`src/logic/swlls_pkg.sv`:
```
// Constants and types for the raw sector write and log selection engine
package swlls_pkg;
  localparam logic [7:0]  OP_WLONG     = 8'h3F;
  localparam logic [7:0]  OP_LSEL      = 8'h4C;
  localparam logic [15:0] WL_FULL      = 16'h020E;
  localparam logic [9:0]  WL_USER      = 10'h200;
  localparam logic [9:0]  WL_XCHK      = 10'h002;
  localparam logic [9:0]  WL_ECC       = 10'h00C;
  localparam logic [1:0]  SEC_USER     = 2'h0;
  localparam logic [1:0]  SEC_XCHK     = 2'h1;
  localparam logic [1:0]  SEC_ECC      = 2'h2;
  localparam logic [7:0]  ST_GOOD      = 8'h00;
  localparam logic [7:0]  ST_CHECK     = 8'h02;
  localparam logic [3:0]  SK_NONE      = 4'h0;
  localparam logic [3:0]  SK_ILLEGAL   = 4'h5;
  localparam logic [3:0]  SK_UNIT_ATTN = 4'h6;
  localparam logic [7:0]  ASC_NONE     = 8'h00;
  localparam logic [7:0]  ASC_BAD_OP   = 8'h20;
  localparam logic [7:0]  ASC_CDB      = 8'h24;
  localparam logic [7:0]  ASC_PLIST    = 8'h26;
  localparam logic [7:0]  ASC_LOGCHG   = 8'h2A;
  localparam logic [7:0]  ASCQ_LOGCHG  = 8'h02;
  localparam int          SP_BIT       = 0;
  localparam int          PCR_BIT      = 1;
  localparam int          DS_BIT       = 6;
  localparam logic [1:0]  PC_CUR_THR   = 2'h0;
  localparam logic [1:0]  PC_CUR_CUM   = 2'h1;
  localparam logic [1:0]  PC_DEF_THR   = 2'h2;
  localparam logic [1:0]  PC_DEF_CUM   = 2'h3;
  localparam logic [5:0]  PG_SUPP      = 6'h00;
  localparam logic [5:0]  PG_WERR      = 6'h02;
  localparam logic [5:0]  PG_RERR      = 6'h03;
  localparam logic [5:0]  PG_VERR      = 6'h05;
  localparam logic [5:0]  PG_NME       = 6'h06;
  localparam logic [5:0]  PG_POH       = 6'h08;
  localparam logic [15:0] PAR_ZERO     = 16'h0000;
  localparam logic [15:0] PAR_WMIN     = 16'h0001;
  localparam logic [15:0] PAR_MAX      = 16'h0006;
  localparam logic [7:0]  REG_CDB0     = 8'h00;
  localparam logic [7:0]  REG_CDB1     = 8'h04;
  localparam logic [7:0]  REG_CDB2     = 8'h08;
  localparam logic [7:0]  REG_CTRL     = 8'h0C;
  localparam logic [7:0]  REG_STAT     = 8'h10;
  localparam logic [7:0]  REG_SENSE    = 8'h14;
  localparam logic [7:0]  REG_INFO     = 8'h18;
  localparam logic [7:0]  REG_UA       = 8'h1C;
  localparam int          CTRL_START   = 0;
  localparam int          CTRL_SAVE    = 1;
  localparam int          CTRL_ID_LSB  = 4;

  typedef enum logic [3:0] {
    S_IDLE = 4'b0001,
    S_WL   = 4'b0010,
    S_LS   = 4'b0100,
    S_END  = 4'b1000
  } swlls_state_t;

  typedef enum logic [2:0] {
    F_PAGE = 3'b001,
    F_PARM = 3'b010,
    F_VAL  = 3'b100
  } swlls_fld_t;
endpackage

```
`src/logic/swlls_param_check.sv`:
```
// Supported log page and parameter code lookup
`timescale 1ns/1ps
`default_nettype none
module swlls_param_check
  import swlls_pkg::*;
(
  input  wire logic [5:0]  page,
  input  wire logic [15:0] code,
  output logic             pageOk,
  output logic             codeOk,
  output logic             thrOk
);
  always_comb
  begin
    pageOk = 1'b0;
    codeOk = 1'b0;
    thrOk  = 1'b0;
    case (page)
      PG_SUPP:
      begin
        pageOk = 1'b1;
      end
      PG_WERR:
      begin
        pageOk = 1'b1;
        codeOk = (code >= PAR_WMIN) && (code <= PAR_MAX);
        thrOk  = 1'b1;
      end
      PG_RERR, PG_VERR:
      begin
        pageOk = 1'b1;
        codeOk = code <= PAR_MAX;
        thrOk  = 1'b1;
      end
      PG_NME, PG_POH:
      begin
        pageOk = 1'b1;
        codeOk = code == PAR_ZERO;
      end
      default:
      begin
        pageOk = 1'b0;
      end
    endcase
  end
endmodule // swlls_param_check
`default_nettype wire

```
`src/logic/swlls_engine.sv`:
```
// Raw sector write and log parameter selection command engine
// Functional notes
// - Opcode 3Fh: LBA bytes 2-5, count 7-8
// - Sector is 512 data, 2 check, 12 ECC
// - Zero byte count moves no data
// - Illegal count: check, invalid CDB field
// - Info field holds count minus 526
// - Opcode 4Ch: SP, PCR, PC, list length
// - SP set: save savable parameters after operation
// - PCR with zero length resets all parameters
// - PCR with nonzero length: invalid CDB field
// - SP without any saving support: invalid CDB
// - DS set with SP is no error
// - PC selects current/default threshold/cumulative
// - PC 10b, zero length: default thresholds
// - PC 11b, zero length: default cumulatives
// - Unavailable threshold change: invalid list field
// - List length zero sends nothing, no error
// - Unknown page or parameter code rejected
// - Truncated parameter: invalid CDB field
// - Out of order codes rejected
// - Changes raise unit attention for others
// - Unsupported parameter: invalid list field
// - Pages 0,2,3,5,6,8 only
`timescale 1ns/1ps
`default_nettype none
module swlls_engine
  import swlls_pkg::*;
#(
  parameter int NUM_INIT = 8
)
(
  input  wire logic                clk,
  input  wire logic                rst,
  input  wire logic                ce,
  input  wire logic [7:0]          regAddr,
  input  wire logic [31:0]         regWdata,
  input  wire logic                regWr,
  input  wire logic                regRd,
  output logic      [31:0]         regRdata,
  input  wire logic [7:0]          dataIn,
  input  wire logic                dataValid,
  output logic                     dataReady,
  output logic      [7:0]          medData,
  output logic                     medValid,
  output logic      [1:0]          medSec,
  output logic                     medLast,
  input  wire logic                medReady,
  output logic      [31:0]         medLba,
  output logic                     logReset,
  output logic                     thrDefault,
  output logic                     cumDefault,
  output logic                     saveReq,
  output logic                     paramWr,
  output logic      [5:0]          paramPage,
  output logic      [15:0]         paramCode,
  output logic      [31:0]         paramValue,
  output logic      [1:0]          paramKind,
  output logic                     paramSaved,
  output logic                     cmdDone,
  output logic      [NUM_INIT-1:0] uaPending
);
  localparam int IDW = $clog2(NUM_INIT);

  swlls_state_t          state_r;
  swlls_fld_t            fld_r;
  logic [31:0]           cdbW0_r, cdbW1_r;
  logic [15:0]           cdbW2_r;
  logic                  cfgSave_r;
  logic [IDW-1:0]        initId_r;
  logic [7:0]            opc_r;
  logic                  sp_r, pcr_r;
  logic [1:0]            pc_r;
  logic [15:0]           len_r;
  logic [7:0]            status_r;
  logic                  done_r, lsOk_r, changed_r;
  logic [3:0]            senseKey_r;
  logic [7:0]            asc_r;
  logic [31:0]           info_r;
  logic [9:0]            wlCnt_r;
  logic [1:0]            pos_r;
  logic [15:0]           remain_r, pageLeft_r, curCode_r, lastCode_r;
  logic [5:0]            curPage_r, lastPage_r;
  logic                  havePage_r, haveParm_r;
  logic [7:0]            ctl_r, valLeft_r;
  logic [31:0]           val_r;
  logic [NUM_INIT-1:0]   ua_r;
  logic [7:0]            cOpc;
  logic [15:0]           cLen, chkCode;
  logic                  startP, acc, pageOk, codeOk, thrOk;
  logic                  errPl, errCdb, parmEnd, hdrEnd, atLast;
  logic                  endReq, endChk;
  logic [7:0]            endAsc;
  logic [31:0]           endInfo;
  logic [NUM_INIT-1:0]   uaSet, uaClr;

  assign cOpc    = cdbW0_r[7:0];
  assign cLen    = {cdbW1_r[31:24], cdbW2_r[7:0]};
  assign startP  = ce && regWr && regAddr == REG_CTRL && regWdata[CTRL_START]
                   && state_r == S_IDLE;
  assign acc     = dataValid && dataReady;
  assign chkCode = {curCode_r[15:8], dataIn};
  assign atLast  = remain_r == 16'h0001;
  assign uaPending = ua_r;

  swlls_param_check u_check (
    .page   ((fld_r == F_PAGE) ? dataIn[5:0] : curPage_r),
    .code   (chkCode),
    .pageOk (pageOk),
    .codeOk (codeOk),
    .thrOk  (thrOk)
  );

  always_comb
  begin
    dataReady = 1'b0;
    case (state_r)
      S_WL:    dataReady = wlCnt_r != WL_FULL[9:0] && (!medValid || medReady);
      S_LS:    dataReady = 1'b1;
      default: dataReady = 1'b0;
    endcase
  end

  // Per-byte list checks
  always_comb
  begin
    errPl   = 1'b0;
    parmEnd = 1'b0;
    hdrEnd  = 1'b0;
    case (fld_r)
      F_PAGE:
      begin
        if (pos_r == 2'h0 && (!pageOk || (havePage_r && dataIn[5:0] <= lastPage_r)))
          errPl = 1'b1;
        hdrEnd = pos_r == 2'h3;
      end
      F_PARM:
      begin
        if (pos_r == 2'h1 && (!codeOk || (haveParm_r && chkCode <= lastCode_r)))
          errPl = 1'b1;
        if (pos_r == 2'h1 && pc_r == PC_CUR_THR && !thrOk)
          errPl = 1'b1;
        parmEnd = pos_r == 2'h3 && dataIn == 8'h00;
      end
      F_VAL:
      begin
        parmEnd = valLeft_r == 8'h01;
      end
      default:
      begin
        errPl = 1'b1;
      end
    endcase
    errCdb = atLast && !parmEnd
             && !(hdrEnd && {pageLeft_r[15:8], dataIn} == 16'h0000);
  end

  // Command decode and termination
  always_comb
  begin
    endReq  = 1'b0;
    endChk  = 1'b0;
    endAsc  = ASC_CDB;
    endInfo = 32'h0000_0000;
    case (state_r)
      S_IDLE:
      begin
        if (startP && cOpc == OP_WLONG)
        begin
          if (cLen != WL_FULL)
          begin
            endReq  = 1'b1;
            endChk  = cLen != 16'h0000;
            endInfo = endChk ? {16'h0000, cLen} - {16'h0000, WL_FULL} : 32'h0;
          end
        end
        else if (startP && cOpc == OP_LSEL)
        begin
          endChk = (cdbW0_r[8+PCR_BIT] && cLen != 16'h0000)
                   || (cdbW0_r[8+SP_BIT] && !regWdata[CTRL_SAVE]);
          endReq = endChk || cLen == 16'h0000;
        end
        else if (startP)
        begin
          endReq = 1'b1;
          endChk = 1'b1;
          endAsc = ASC_BAD_OP;
        end
      end
      S_WL:    endReq = wlCnt_r == WL_FULL[9:0] && !medValid;
      S_LS:
      begin
        endReq = acc && (errPl || errCdb || atLast);
        endChk = acc && (errPl || errCdb);
        endAsc = errPl ? ASC_PLIST : ASC_CDB;
      end
      default: endReq = 1'b0;
    endcase
  end

  always_ff @(posedge clk or posedge rst)
  begin
    if (rst)
      state_r <= S_IDLE;
    else if (ce)
    begin
      case (state_r)
        S_IDLE:
        begin
          if (endReq)
            state_r <= S_END;
          else if (startP)
            state_r <= (cOpc == OP_WLONG) ? S_WL : S_LS;
        end
        S_WL, S_LS:
        begin
          if (endReq)
            state_r <= S_END;
        end
        default: state_r <= S_IDLE;
      endcase
    end
  end

  // Latched command fields
  always_ff @(posedge clk or posedge rst)
  begin
    if (rst)
    begin
      opc_r  <= 8'h00;
      sp_r   <= 1'b0;
      pcr_r  <= 1'b0;
      pc_r   <= PC_CUR_THR;
      len_r  <= 16'h0000;
      medLba <= 32'h0000_0000;
    end
    else if (ce && startP)
    begin
      opc_r  <= cOpc;
      sp_r   <= cdbW0_r[8+SP_BIT];
      pcr_r  <= cdbW0_r[8+PCR_BIT];
      pc_r   <= cdbW0_r[23:22];
      len_r  <= cLen;
      medLba <= {cdbW0_r[23:16], cdbW0_r[31:24], cdbW1_r[7:0], cdbW1_r[15:8]};
    end
  end

  // Completion status and sense hold
  always_ff @(posedge clk or posedge rst)
  begin
    if (rst)
    begin
      status_r   <= ST_GOOD;
      senseKey_r <= SK_NONE;
      asc_r      <= ASC_NONE;
      info_r     <= 32'h0000_0000;
      done_r     <= 1'b0;
      lsOk_r     <= 1'b0;
    end
    else if (ce)
    begin
      if (startP)
        done_r <= 1'b0;
      else if (state_r == S_END)
        done_r <= 1'b1;
      if (endReq)
      begin
        status_r <= endChk ? ST_CHECK : ST_GOOD;
        lsOk_r   <= !endChk && (state_r == S_LS || cOpc == OP_LSEL && state_r == S_IDLE);
        if (endChk)
        begin
          senseKey_r <= SK_ILLEGAL;
          asc_r      <= endAsc;
          info_r     <= endInfo;
        end
      end
    end
  end

  // Raw sector stream to the medium
  always_ff @(posedge clk or posedge rst)
  begin
    if (rst)
    begin
      wlCnt_r  <= 10'h000;
      medValid <= 1'b0;
      medData  <= 8'h00;
      medSec   <= SEC_USER;
      medLast  <= 1'b0;
    end
    else if (ce)
    begin
      if (startP)
        wlCnt_r <= 10'h000;
      if (state_r == S_WL && acc)
      begin
        wlCnt_r  <= wlCnt_r + 10'h001;
        medValid <= 1'b1;
        medData  <= dataIn;
        medSec   <= (wlCnt_r < WL_USER) ? SEC_USER :
                    (wlCnt_r < WL_USER + WL_XCHK) ? SEC_XCHK : SEC_ECC;
        medLast  <= wlCnt_r == WL_USER + WL_XCHK + WL_ECC - 10'h001;
      end
      else if (medReady)
        medValid <= 1'b0;
    end
  end

  // Parameter list parser
  always_ff @(posedge clk or posedge rst)
  begin
    if (rst)
    begin
      fld_r      <= F_PAGE;
      pos_r      <= 2'h0;
      remain_r   <= 16'h0000;
      pageLeft_r <= 16'h0000;
      curPage_r  <= 6'h00;
      lastPage_r <= 6'h00;
      curCode_r  <= 16'h0000;
      lastCode_r <= 16'h0000;
      havePage_r <= 1'b0;
      haveParm_r <= 1'b0;
      ctl_r      <= 8'h00;
      valLeft_r  <= 8'h00;
      val_r      <= 32'h0000_0000;
      changed_r  <= 1'b0;
    end
    else if (ce && startP)
    begin
      fld_r      <= F_PAGE;
      pos_r      <= 2'h0;
      remain_r   <= cLen;
      havePage_r <= 1'b0;
      changed_r  <= 1'b0;
    end
    else if (ce && state_r == S_LS && acc && !errPl)
    begin
      remain_r <= remain_r - 16'h0001;
      pos_r    <= pos_r + 2'h1;
      if (fld_r != F_PAGE)
        pageLeft_r <= pageLeft_r - 16'h0001;
      case (fld_r)
        F_PAGE:
        begin
          if (pos_r == 2'h0)
            curPage_r <= dataIn[5:0];
          if (pos_r == 2'h2)
            pageLeft_r[15:8] <= dataIn;
          if (pos_r == 2'h3)
          begin
            pageLeft_r[7:0] <= dataIn;
            havePage_r      <= 1'b1;
            lastPage_r      <= curPage_r;
            haveParm_r      <= 1'b0;
            if ({pageLeft_r[15:8], dataIn} != 16'h0000)
              fld_r <= F_PARM;
          end
        end
        F_PARM:
        begin
          if (pos_r == 2'h0)
            curCode_r[15:8] <= dataIn;
          if (pos_r == 2'h1)
            curCode_r[7:0] <= dataIn;
          if (pos_r == 2'h2)
            ctl_r <= dataIn;
          if (pos_r == 2'h3)
          begin
            valLeft_r <= dataIn;
            val_r     <= 32'h0000_0000;
            if (dataIn != 8'h00)
              fld_r <= F_VAL;
          end
        end
        default:
        begin
          valLeft_r <= valLeft_r - 8'h01;
          val_r     <= {val_r[23:0], dataIn};
        end
      endcase
      if (parmEnd)
      begin
        pos_r      <= 2'h0;
        haveParm_r <= 1'b1;
        lastCode_r <= curCode_r;
        changed_r  <= 1'b1;
        fld_r      <= (pageLeft_r == 16'h0001) ? F_PAGE : F_PARM;
      end
    end
  end

  // Parameter update and log action pulses
  always_ff @(posedge clk or posedge rst)
  begin
    if (rst)
    begin
      paramWr    <= 1'b0;
      paramPage  <= 6'h00;
      paramCode  <= 16'h0000;
      paramValue <= 32'h0000_0000;
      paramKind  <= PC_CUR_THR;
      paramSaved <= 1'b0;
      logReset   <= 1'b0;
      thrDefault <= 1'b0;
      cumDefault <= 1'b0;
      saveReq    <= 1'b0;
      cmdDone    <= 1'b0;
    end
    else if (ce)
    begin
      paramWr <= state_r == S_LS && acc && parmEnd && !errPl;
      if (state_r == S_LS && acc && parmEnd)
      begin
        paramPage  <= curPage_r;
        paramCode  <= curCode_r;
        paramValue <= (fld_r == F_VAL) ? {val_r[23:0], dataIn} : 32'h0000_0000;
        paramKind  <= pc_r;
        paramSaved <= sp_r && !ctl_r[DS_BIT];
      end
      logReset   <= state_r == S_END && lsOk_r && pcr_r && len_r == 16'h0000;
      thrDefault <= state_r == S_END && lsOk_r && !pcr_r && len_r == 16'h0000
                    && pc_r == PC_DEF_THR;
      cumDefault <= state_r == S_END && lsOk_r && !pcr_r && len_r == 16'h0000
                    && pc_r == PC_DEF_CUM;
      saveReq    <= state_r == S_END && lsOk_r && sp_r;
      cmdDone    <= state_r == S_END;
    end
  end

  // Unit attention toward other initiators
  always_comb
  begin
    uaSet = '0;
    uaClr = '0;
    if (state_r == S_END && lsOk_r && (changed_r || pcr_r || pc_r[1] && len_r == 16'h0000))
      uaSet = ~(NUM_INIT'(1) << initId_r);
    if (regWr && regAddr == REG_UA)
      uaClr = regWdata[NUM_INIT-1:0];
  end

  always_ff @(posedge clk or posedge rst)
  begin
    if (rst)
      ua_r <= '0;
    else if (ce)
      ua_r <= (ua_r & ~uaClr) | uaSet;
  end

  // Register writes
  always_ff @(posedge clk or posedge rst)
  begin
    if (rst)
    begin
      cdbW0_r   <= 32'h0000_0000;
      cdbW1_r   <= 32'h0000_0000;
      cdbW2_r   <= 16'h0000;
      cfgSave_r <= 1'b0;
      initId_r  <= '0;
    end
    else if (ce && regWr)
    begin
      case (regAddr)
        REG_CDB0: cdbW0_r <= regWdata;
        REG_CDB1: cdbW1_r <= regWdata;
        REG_CDB2: cdbW2_r <= regWdata[15:0];
        REG_CTRL:
        begin
          cfgSave_r <= regWdata[CTRL_SAVE];
          initId_r  <= regWdata[CTRL_ID_LSB +: IDW];
        end
        default: cfgSave_r <= cfgSave_r;
      endcase
    end
  end

  // Register reads, data in the following cycle
  always_ff @(posedge clk or posedge rst)
  begin
    if (rst)
      regRdata <= 32'h0000_0000;
    else if (ce && regRd)
    begin
      case (regAddr)
        REG_CDB0:  regRdata <= cdbW0_r;
        REG_CDB1:  regRdata <= cdbW1_r;
        REG_CDB2:  regRdata <= {16'h0000, cdbW2_r};
        REG_CTRL:  regRdata <= 32'(cfgSave_r) << CTRL_SAVE | 32'(initId_r) << CTRL_ID_LSB;
        REG_STAT:  regRdata <= {16'h0000, status_r, 6'h00, done_r, state_r != S_IDLE};
        REG_SENSE: regRdata <= {16'h0000, asc_r, 4'h0, senseKey_r};
        REG_INFO:  regRdata <= info_r;
        REG_UA:    regRdata <= {ASCQ_LOGCHG, ASC_LOGCHG, SK_UNIT_ATTN, 4'h0, 8'(ua_r)};
        default:   regRdata <= 32'h0000_0000;
      endcase
    end
  end
endmodule // swlls_engine
`default_nettype wire

```
`config.mk`:
```
export PLATFORM = sky130hd
export DESIGN_NAME = swlls_engine
export DESIGN_NICKNAME = d
export VERILOG_FILES = /design/src/logic/swlls_pkg.sv /design/src/logic/swlls_param_check.sv /design/src/logic/swlls_engine.sv
export SDC_FILE = /design/constraint.sdc
export NUM_CORES = 1
export LEC_CHECK = 0
export ABC_AREA = 1
export BUFFER_PORTS_ARGS = -buffer_cell sky130_fd_sc_hd__buf_4
export CAP_MARGIN = 20
export CORE_ASPECT_RATIO = 0.6
export CORE_UTILIZATION = 45
export CTS_CLUSTER_SIZE = 30
export DETAILED_ROUTE_END_ITERATION = 8
export HOLD_SLACK_MARGIN = 0.12
export PLACE_DENSITY = 0.64
export SYNTH_ARGS = -nofsm -noshare
export SYNTH_HDL_FRONTEND = slang
export SYNTH_SLANG_ARGS = --single-unit
```
`constraint.sdc`:
```
create_clock -name clk -period 22.5 [get_ports clk]
set_input_delay 0 -clock clk [delete_from_list [all_inputs] [get_ports clk]]
set_output_delay 0 -clock clk [all_outputs]
set_load 0.01 [all_outputs]
```
* Word level (Yosys, flattened, before mapping)
Index checks and enable logic that the tools add are counted.
** Operators by class
- $add $sub $neg :: 6
- Order comparisons :: 6
- Equality and inequality tests :: 42
- Shift operators :: 1
- Muxes and demuxes :: 79
- Bitwise operators :: 7
- Reduce and logical (&&, ||, !) cells :: 119
** Operators by type and width (count)
- case mux 32 bit (8 select lines) :: 1
- 2-to-1 mux 32 bit :: 5
- logical NOT 16 bit :: 4
- 2-to-1 mux 16 bit :: 4
- case mux 24 bit (2 select lines) :: 1
- logical AND 1 bit :: 47
- 2-to-1 mux 8 bit :: 5
- 2-to-1 mux 3 bit :: 11
- == test 16 x 1 -> 1 bit, second input constant :: 2
- == test 8 x 5 -> 1 bit, second input constant :: 4
- nonzero test 16 bit :: 2
- subtractor 16 x 1 -> 16 bit, second input constant :: 2
- AND reduction 4 bit :: 7
- 2-to-1 mux 1 bit :: 27
- 2-to-1 mux 24 bit :: 1
- AND reduction 2 bit :: 12
- == test 10 bit, second input constant :: 2
- < comparator 10 bit, second input constant :: 2
- 2-to-1 mux 10 bit :: 2
- nonzero test 2 bit :: 9
- subtractor 16 x 10 -> 17 bit, second input constant :: 1
- == test 8 x 4 -> 1 bit, second input constant :: 2
- greater-or-equal comparator 16 x 1 -> 1 bit, second input constant :: 1
- <= comparator 16 bit :: 1
- other kinds (55) :: 105
** Storage, ports and cells
- Register bits after elaboration :: 439
- Input port bits :: 55
- Output and inout bits :: 148
- Logic and storage cells :: 310

* Longest topological paths before layout
Gate-level depths: netlist (run 1).
- Depth in word-level cells :: 17
- Depth in mapped cells :: 21
- Mapped depth without buffers :: 20

* Modules after synthesis
Synthesis (run 1) repeated with hierarchy kept, for this count alone.
** Second synthesis, totals
- Cells, all modules :: 2150
- Area, all modules :: 18828.1 um2
** By module, submodules not included
- swlls_engine :: instances 1, cells each 2108, area an instance 18637.9 um2, sequential area each 10087.2 um2
- swlls_param_check :: instances 1, cells each 42, area an instance 190.2 um2, sequential area each 0.0 um2

* Worst setup path before layout (run 1)
Ideal clock, no wire load.
- Kind :: register -> register
- From :: reg wlCnt_r[0]
- To :: reg wlCnt_r[7]
- Arrival :: 2.191 ns
- Data required time :: 22.376 ns
- Slack :: 20.185 ns
- Stages on the path, launching flop included :: 15
- Period minus slack after synthesis :: 2.315 ns
- Cells stage by stage :: dfrtp_1 inv_1 ha_1 nand3_1 nor2_1 o21ai_0 nand3_1 nor2_1 nor2_1 inv_1 nand2_1 nor2_1 nand2_1 o21ai_0 a21oi_1
** On the way
- Cells in the longest elaborated chain, start to end :: 7
- Elaborated cells between the ends (all ways) :: 9
- Classes of those cells :: add/sub (1); eq/ne (1); mux (2); reduce/logical (5)
** RTL lines
- start: declaration :: RTL line swlls_engine.sv:80 : logic [9:0] wlCnt_r;
- start signal: assignment :: RTL line swlls_engine.sv:297 : wlCnt_r <= wlCnt_r + 10'h001;
- != test 10 bit (*) :: RTL line swlls_engine.sv:118 : S_WL: dataReady = wlCnt_r != WL_FULL[9:0] && (!medValid || medReady);
- logical AND 1 bit (*) :: RTL line swlls_engine.sv:118
- case mux 1 bit (2 select lines) (*) :: RTL line swlls_engine.sv:117 : case (state_r)
- via dataReady :: RTL line swlls_engine.sv:43 : output logic dataReady,
- logical AND 1 bit (*) :: RTL line swlls_engine.sv:101 : assign acc = dataValid && dataReady;
- logical AND 1 bit (*) :: RTL line swlls_engine.sv:295 : if (state_r == S_WL && acc)
- nonzero test 2 bit (no line)
- AND reduction 2 bit (no line)
The timed path passes the listed nets; every way through them passes the cells marked *.
A chain may end at the register's enable or synchronous reset.

* Worst setup path in the final report (run 1)
- From :: reg state_r[0]
- To :: reg info_r[8]
** On the way
- Cells in the longest elaborated chain, start to end :: 7
- Elaborated cells between the ends (all ways) :: 20
- Classes of those cells :: eq/ne (3); mux (10); reduce/logical (7)
** RTL lines
- start: declaration :: RTL line swlls_engine.sv:65 : swlls_state_t state_r;
- start signal: assignment :: RTL line swlls_engine.sv:213 : state_r <= (cOpc == OP_WLONG) ? S_WL : S_LS;
- == test 4 x 1 -> 1 bit :: RTL line swlls_engine.sv:100, swlls_engine.sv:165
- logical AND 1 bit :: RTL line swlls_engine.sv:100 : && state_r == S_IDLE;
- 2-to-1 mux 1 bit / logical AND 1 bit (equally long branches) :: RTL line swlls_engine.sv:183, swlls_engine.sv:177
- 2-to-1 mux 1 bit :: RTL line swlls_engine.sv:177 : else if (startP && cOpc == OP_LSEL)
- 2-to-1 mux 1 bit :: RTL line swlls_engine.sv:168 : if (startP && cOpc == OP_WLONG)
- case mux 1 bit (3 select lines) / case mux 1 bit (2 select lines) (equally long branches) :: RTL line swlls_engine.sv:165 : case (state_r)
- AND reduction 3 bit (no line)
- end signal: assignment :: RTL line swlls_engine.sv:274 : info_r <= endInfo;
- end: declaration :: RTL line swlls_engine.sv:79 : logic [31:0] info_r;
Parallel ways exist; a longest one is shown, timed or not.

==> results of run 1 <==
-- layer usage --
layer / up-vias / wire length [um]
li1: 7667 / -
met1: 7864 / 26100
met2: 610 / 22800
met3: 82 / 4540
met4: 0 / 1040
met5: - / 0
-- state kept, by name, indices dropped and copies added (netlist names), 10 cells and up --
| signal | cells |
|---|---|
| cdbW2_r | 16 |
| cdbW0_r | 32 |
| lastCode_r | 16 |
| medLba | 32 |
| pageLeft_r | 16 |
| len_r | 16 |
| paramValue | 32 |
| curCode_r | 16 |
| regRdata | 32 |
| cdbW1_r | 32 |
| wlCnt_r | 10 |
| paramCode | 16 |
| info_r | 17 |
| remain_r | 16 |
| val_r | 24 |
-- layout make-up --
class	count	area (um^2)
clock buffer	57	1200
fill	3646	18100
clock inverter	9	81.3
sequential	403	10100
timing repair buffer	275	2310
tap	531	664
inverter	282	1070
multi-input combinational	1424	7120
-- how the worst min path moves through the flow --
stage,start,end,slack [ns],depth (start not counted)
3_3_place_gp,regWdata[5],initId_r[1],0.24,3
6_report,regRd,regRdata[25],0.13,4
4_1_cts,regAddr[5],regRdata[10],0.13,7
3_5_place_dp,regWdata[5],initId_r[1],0.24,3
5_1_grt,regAddr[5],regRdata[10],0.17,7
2_1_floorplan,regWdata[4],initId_r[0],0.12,2
-- Yosys cell counts (3+ instances only) --
master | n | area, um^2
xnor2_1 | 3 | 26.3
nand4_1 | 20 | 125
nand2_2 | 5 | 31.3
o211ai_1 | 21 | 158
nor3_1 | 42 | 210
clkbuf_1 | 65 | 244
dfrtp_1 | 401 | 10000
buf_4 | 7 | 52.6
o31ai_1 | 46 | 345
a31oi_1 | 4 | 25.0
buf_6 | 3 | 33.8
o21ai_0 | 267 | 1340
o22ai_1 | 33 | 206
xor2_1 | 16 | 140
o221ai_1 | 5 | 43.8
nand2_1 | 616 | 2310
o21ai_1 | 24 | 120
inv_1 | 276 | 1040
a221oi_1 | 19 | 166
nand3_1 | 65 | 325
o2111ai_1 | 7 | 61.3
nor4_1 | 9 | 56.3
ha_1 | 36 | 450
nand3_4 | 3 | 52.6
buf_2 | 15 | 75.1
or2_2 | 4 | 25.0
clkinv_1 | 4 | 15.0
nor2_1 | 104 | 390
nand3b_1 | 3 | 22.5
a21oi_1 | 43 | 215
-- cell families after synthesis --
family,after synthesis,share of synthesized area
flops,403,0.541
fa+ha+maj,36,0.0241
xor+xnor,19,0.00892
compound gates,488,0.152
simple gates,881,0.196
buf+inv,372,0.0786
-- critical path: cells and delay by family, from the launching register on --
family,cells,cell delay (ns)
and+or+nand+nor,6,1.73
buffers and inverters,4,1.02
DFF,1,0.54
AOI/OAI and AO/OA,2,0.23
-- power by group --
part	switching (mW)	leakage, nW	internal, mW
combinational	0.0724	5.40	0.0437
clock	0.291	0.630	0.381
sequential	0.0150	5.14	0.745
==> flow_summary.json, run 1 <==
{
  "skew_ns": 0.0263,
  "postLayoutCellArea_mm2": 0.0225,
  "cp_max_fo": 30,
  "cp_slowest_stage_delay_ns": 0.54,
  "crit_chain": "inv_1 -> nor4_1 -> inv_1 -> nor2_4 -> inv_2 -> buf_4 -> a21oi_1 -> o21ai_0 -> nand2_1 -> nand3_2 -> nand2_1 -> nand2_1",
  "synth_edf_count": 0,
  "synthArstFlopShare": 1.00,
  "first_pass_iters": 6,
  "grt_max_degree": 133,
  "crit_path_frequent_cell": "nand2_1",
  "grt_pass1_wl_mm": 85.7,
  "ys_ff_latch": 403,
  "routed_wirelength_mm": 54.5,
  "reg2reg_from": "state_r[0]",
  "whs_ns": 0.127,
  "io_pins": 203,
  "worstPathArrival_ns": 4.06,
  "start_util": 0.459,
  "final.setup.tns_ns": 0,
  "syn-num-nets": 2290,
  "vias_per_cell": 5.44,
  "worstSetupStartpointType": "flip-flop",
  "cp-end-kind": "flip-flop",
  "syn-cell-area_mm2": 0.0187,
  "grt_pass1_vias": 15384,
  "power.leakage_nw": 11.2,
  "netlist_instances": 2199,
  "r2r_slack_ns": 18.87,
  "vias": 16223,
  "synth-main-ff-cell": "dfrtp_1",
  "ys_seq_area_frac": 0.541,
  "rows": 57,
  "place_ws_ns": 18.95,
  "ctsHoldBuffers": 55,
  "ant_nets": 0,
  "area_growth_pct": 20.7,
  "total_power_mw": 1.55,
  "avgRoutedWirePerCell_um": 18.3,
  "antenna_found_initial": 0,
  "avgSynthCellArea_um2": 8.49,
  "drive_gt1_frac": 0.128,
  "cts.repair.resized": 0,
  "overflow": 0,
  "grtUsageMet2": 0.358,
  "die_h_um": 160,
  "worst_pin_slew_ns": 1.06,
  "period_minus_slack_ns": 3.63,
  "post_layout_nonfiller_instances": 2981,
  "max_clock_freq_ghz": 0.276,
  "busiest_layer": "met1",
  "cts_buffer_depth": 3,
  "place_congestion": 0.903,
  "outcome": "finished clean",
  "hold_viol_final": 0,
  "io_buffers": 202,
  "post_cts_buffers": 0,
  "final_cell_mix": "nand2_1, dfrtp_1, inv_1",
  "setup_viol": 0,
  "numClockSinks": 403,
  "synthesis.yosys.warnings": 0,
  "final_max_slew_viol_count": 0,
  "track_usage": 0.256,
  "die-area_mm2": 0.0423,
  "final_common_cell": "nand2_1",
  "nNetsFinal": 2518,
  "drv_cap": 0,
  "max_slew_margin": 0.292,
  "layout_setup_ws_ns": 18.87,
  "synth_cell_types": 54,
  "htreeDepth": 2,
  "die_x_um": 265,
  "drt_drc_violations_left": 0,
  "drt_iter0_drc": 1645,
  "cp-endpoint": "info_r[8]",
  "critPathKind": "reg2reg",
  "dp.cells": 2854,
  "cts_root_buffer": "clkbuf_16",
  "cts_buffers": 41,
  "met3_usage": 0.0560,
  "hold_class": "in2reg",
  "tritoncts": "built",
  "finalCritPeriodShare": 0.161,
  "rsz0062_at_grt": "false",
  "rr_worst_depth": 12,
  "worstReg2RegEnd": "info_r[8]",
  "num_antenna_cells": 0,
  "core_mm2": 0.0407,
  "power_per_cell_area_mw_per_mm2": 68.7,
  "slowest_stage": "dfstp_2",
  "clk_pin_slew_ns": 0.06,
  "clk_latency_ns": 0.55,
  "hpwl_mm": 37.8,
  "crit_path_start": "state_r[0]",
  "critPathRequiredTime_ns": 22.93,
  "irDropWorstVdd_v": 0.0000425,
  "postPlaceCellArea_mm2": 0.0205,
  "fin_util": 0.554,
  "met1_usage": 0.401
}
No activity file was read; power rests on OpenSTA's default activity.
==> run 2: changes to the inputs <==
Settings changed: PLACE_DENSITY 0.64 to 0.66.
Clock period 22.5 ns to 3.3 ns, I/O delays scaled along.
==> run 2 against run 1 <==
  * Clock-buffer cell count fell by 2
  * Largest power group unchanged
  * Core utilization up 0.79 points
  * Non-clock buffer count is 30 higher
  * Worst hold slack improved by 0.012 ns
  * Global-route usage up 0.36 points
  * Critical path depth rose by 6
  * Worst setup slack worse by 19 ns
  * Critical endpoint is now state_r[2]
  * Via count increased by 0.43%
  * Power grew to 7.0 times the previous value
==> flow_summary.json, run 2 (synthesized netlist as in run 1, its figures left out) <==
{
  "drt_drc_violations_left": 0,
  "power_per_cell_area_mw_per_mm2": 472,
  "drt_iter0_drc": 1680,
  "cts_root_buffer": "clkbuf_16",
  "io_buffers": 202,
  "die_x_um": 265,
  "cp_top_family": "buffers and inverters",
  "grt_max_degree": 118,
  "hold_viol_final": 0,
  "max_slew_margin": 0.244,
  "clk_latency_ns": 0.55,
  "area_growth_pct": 22.4,
  "outcome": "finished clean",
  "avgRoutedWirePerCell_um": 18.2,
  "vias": 16292,
  "io_pins": 203,
  "first_pass_iters": 5,
  "final_max_slew_viol_count": 0,
  "worstSetupStartpointType": "primary input",
  "cts_buffer_depth": 3,
  "drv_cap": 0,
  "worst_pin_slew_ns": 1.13,
  "numClockSinks": 403,
  "drive_gt1_frac": 0.136,
  "critPathRequiredTime_ns": 3.78,
  "rsz0062_at_grt": "false",
  "final_common_cell": "nand2_1",
  "hpwl_mm": 38.9,
  "final_cell_mix": "nand2_1, dfrtp_1, inv_1",
  "cts_buffers": 40,
  "critPathKind": "in2reg",
  "crit_chain": "dlygate4sd3_1 -> buf_4 -> nor4_4 -> dlygate4sd3_1 -> nand2_1 -> nor2_4 -> nand2_1 -> inv_1 -> nand2_1 -> or2_1 -> nand3_1 -> nand2_1 -> inv_1 -> nand3_1 -> nand2_1 -> nand2_1 -> nand2_1 -> dlygate4sd3_1",
  "fillers": 3660,
  "tritoncts": "built",
  "postLayoutCellArea_mm2": 0.0228,
  "grt_pass1_wl_mm": 87.0,
  "setup_viol": 0,
  "ant_nets": 0,
  "whs_ns": 0.139,
  "dp.cells": 2879,
  "postPlaceCellArea_mm2": 0.0208,
  "die_h_um": 160,
  "overflow": 0,
  "rows": 57,
  "antenna_found_initial": 0,
  "total_power_mw": 10.8,
  "place_ws_ns": 0.227,
  "num_antenna_cells": 0,
  "post_layout_nonfiller_instances": 3015,
  "layout_setup_ws_ns": 0.242,
  "power.leakage_nw": 11.3,
  "max_clock_freq_ghz": 0.327,
  "clk_pin_slew_ns": 0.07,
  "cp-end-kind": "flip-flop",
  "multi_input_area_mm2": 0.00714,
  "cp_slowest_stage_delay_ns": 0.64,
  "period_minus_slack_ns": 3.06,
  "place_congestion": 0.944,
  "hold_class": "in2reg",
  "track_usage": 0.260,
  "grt_pass1_vias": 15612,
  "core_mm2": 0.0407,
  "skew_ns": 0.0156,
  "fin_util": 0.562,
  "ff_latch_area_mm2": 0.0101,
  "crit_path_frequent_cell": "nand2_1",
  "vias_per_cell": 5.40,
  "finalCritPeriodShare": 0.927,
  "start_util": 0.459,
  "routed_wirelength_mm": 54.8,
  "worstPathArrival_ns": 3.54,
  "irDropWorstVdd_v": 0.000291,
  "die-area_mm2": 0.0423,
  "slowest_stage": "dlygate4sd3_1",
  "worst-path-buf-inv": 6,
  "cp_max_fo": 4,
  "nNetsFinal": 2547,
  "final.setup.tns_ns": 0,
  "htreeDepth": 2
}
## run 2: power by group
| part | internal (mW) | switching, mW |
|---|---|---|
| logic | 0.321 | 0.512 |
| clock network | 2.79 | 1.99 |
| registers | 5.08 | 0.0982 |
## run 2: cell type report
| cell class | count | share of cell area |
|---|---|---|
| timing repair buffer | 305 | 0.112 |
| sequential | 403 | 0.442 |
| multi-input combinational | 1424 | 0.312 |
| clock inverter | 15 | 0.00926 |
| inverter | 282 | 0.0466 |
| clock buffer | 55 | 0.0494 |
| tap | 531 | 0.0291 |
## run 2: worst paths after layout
path,from,endpoint,slack (ns),cells after the start
setup / recovery,regAddr[6],state_r[2],0.24,18
hold / removal,regAddr[0],regRdata[10],0.14,7
setup reg to reg,wlCnt_r[0],wlCnt_r[8],0.39,14
hold reg to reg,curCode_r[6],curCode_r[6],0.46,2
max in group asynchronous,rst,lastCode_r[1],1.55,5
min in group asynchronous,rst,pageLeft_r[0],0.71,4
## run 2: timing repair
item	CTS	global route
endpoints found under the hold margin	318	0
resized for setup	0	4
endpoints found under the setup margin	0	6
setup buffers	0	1
hold buffers	62	0
## run 2: metal layers
| metal | part of all wire | GRT usage | wire length [um] |
|---|---|---|---|
| met4 | 0.018 | 0.0599 | 1000 |
| met5 | 0 | 0 | 0 |
| met3 | 0.085 | 0.0649 | 4660 |
| met1 | 0.49 | 0.406 | 26600 |
| met2 | 0.41 | 0.359 | 22500 |
## run 2: worst min-delay path, delay by kind of cell
family,cells,cell delay (ns)
AOI/OAI and AO/OA,2,0.26
buffers and inverters,2,0.17
and+or+nand+nor,3,0.22
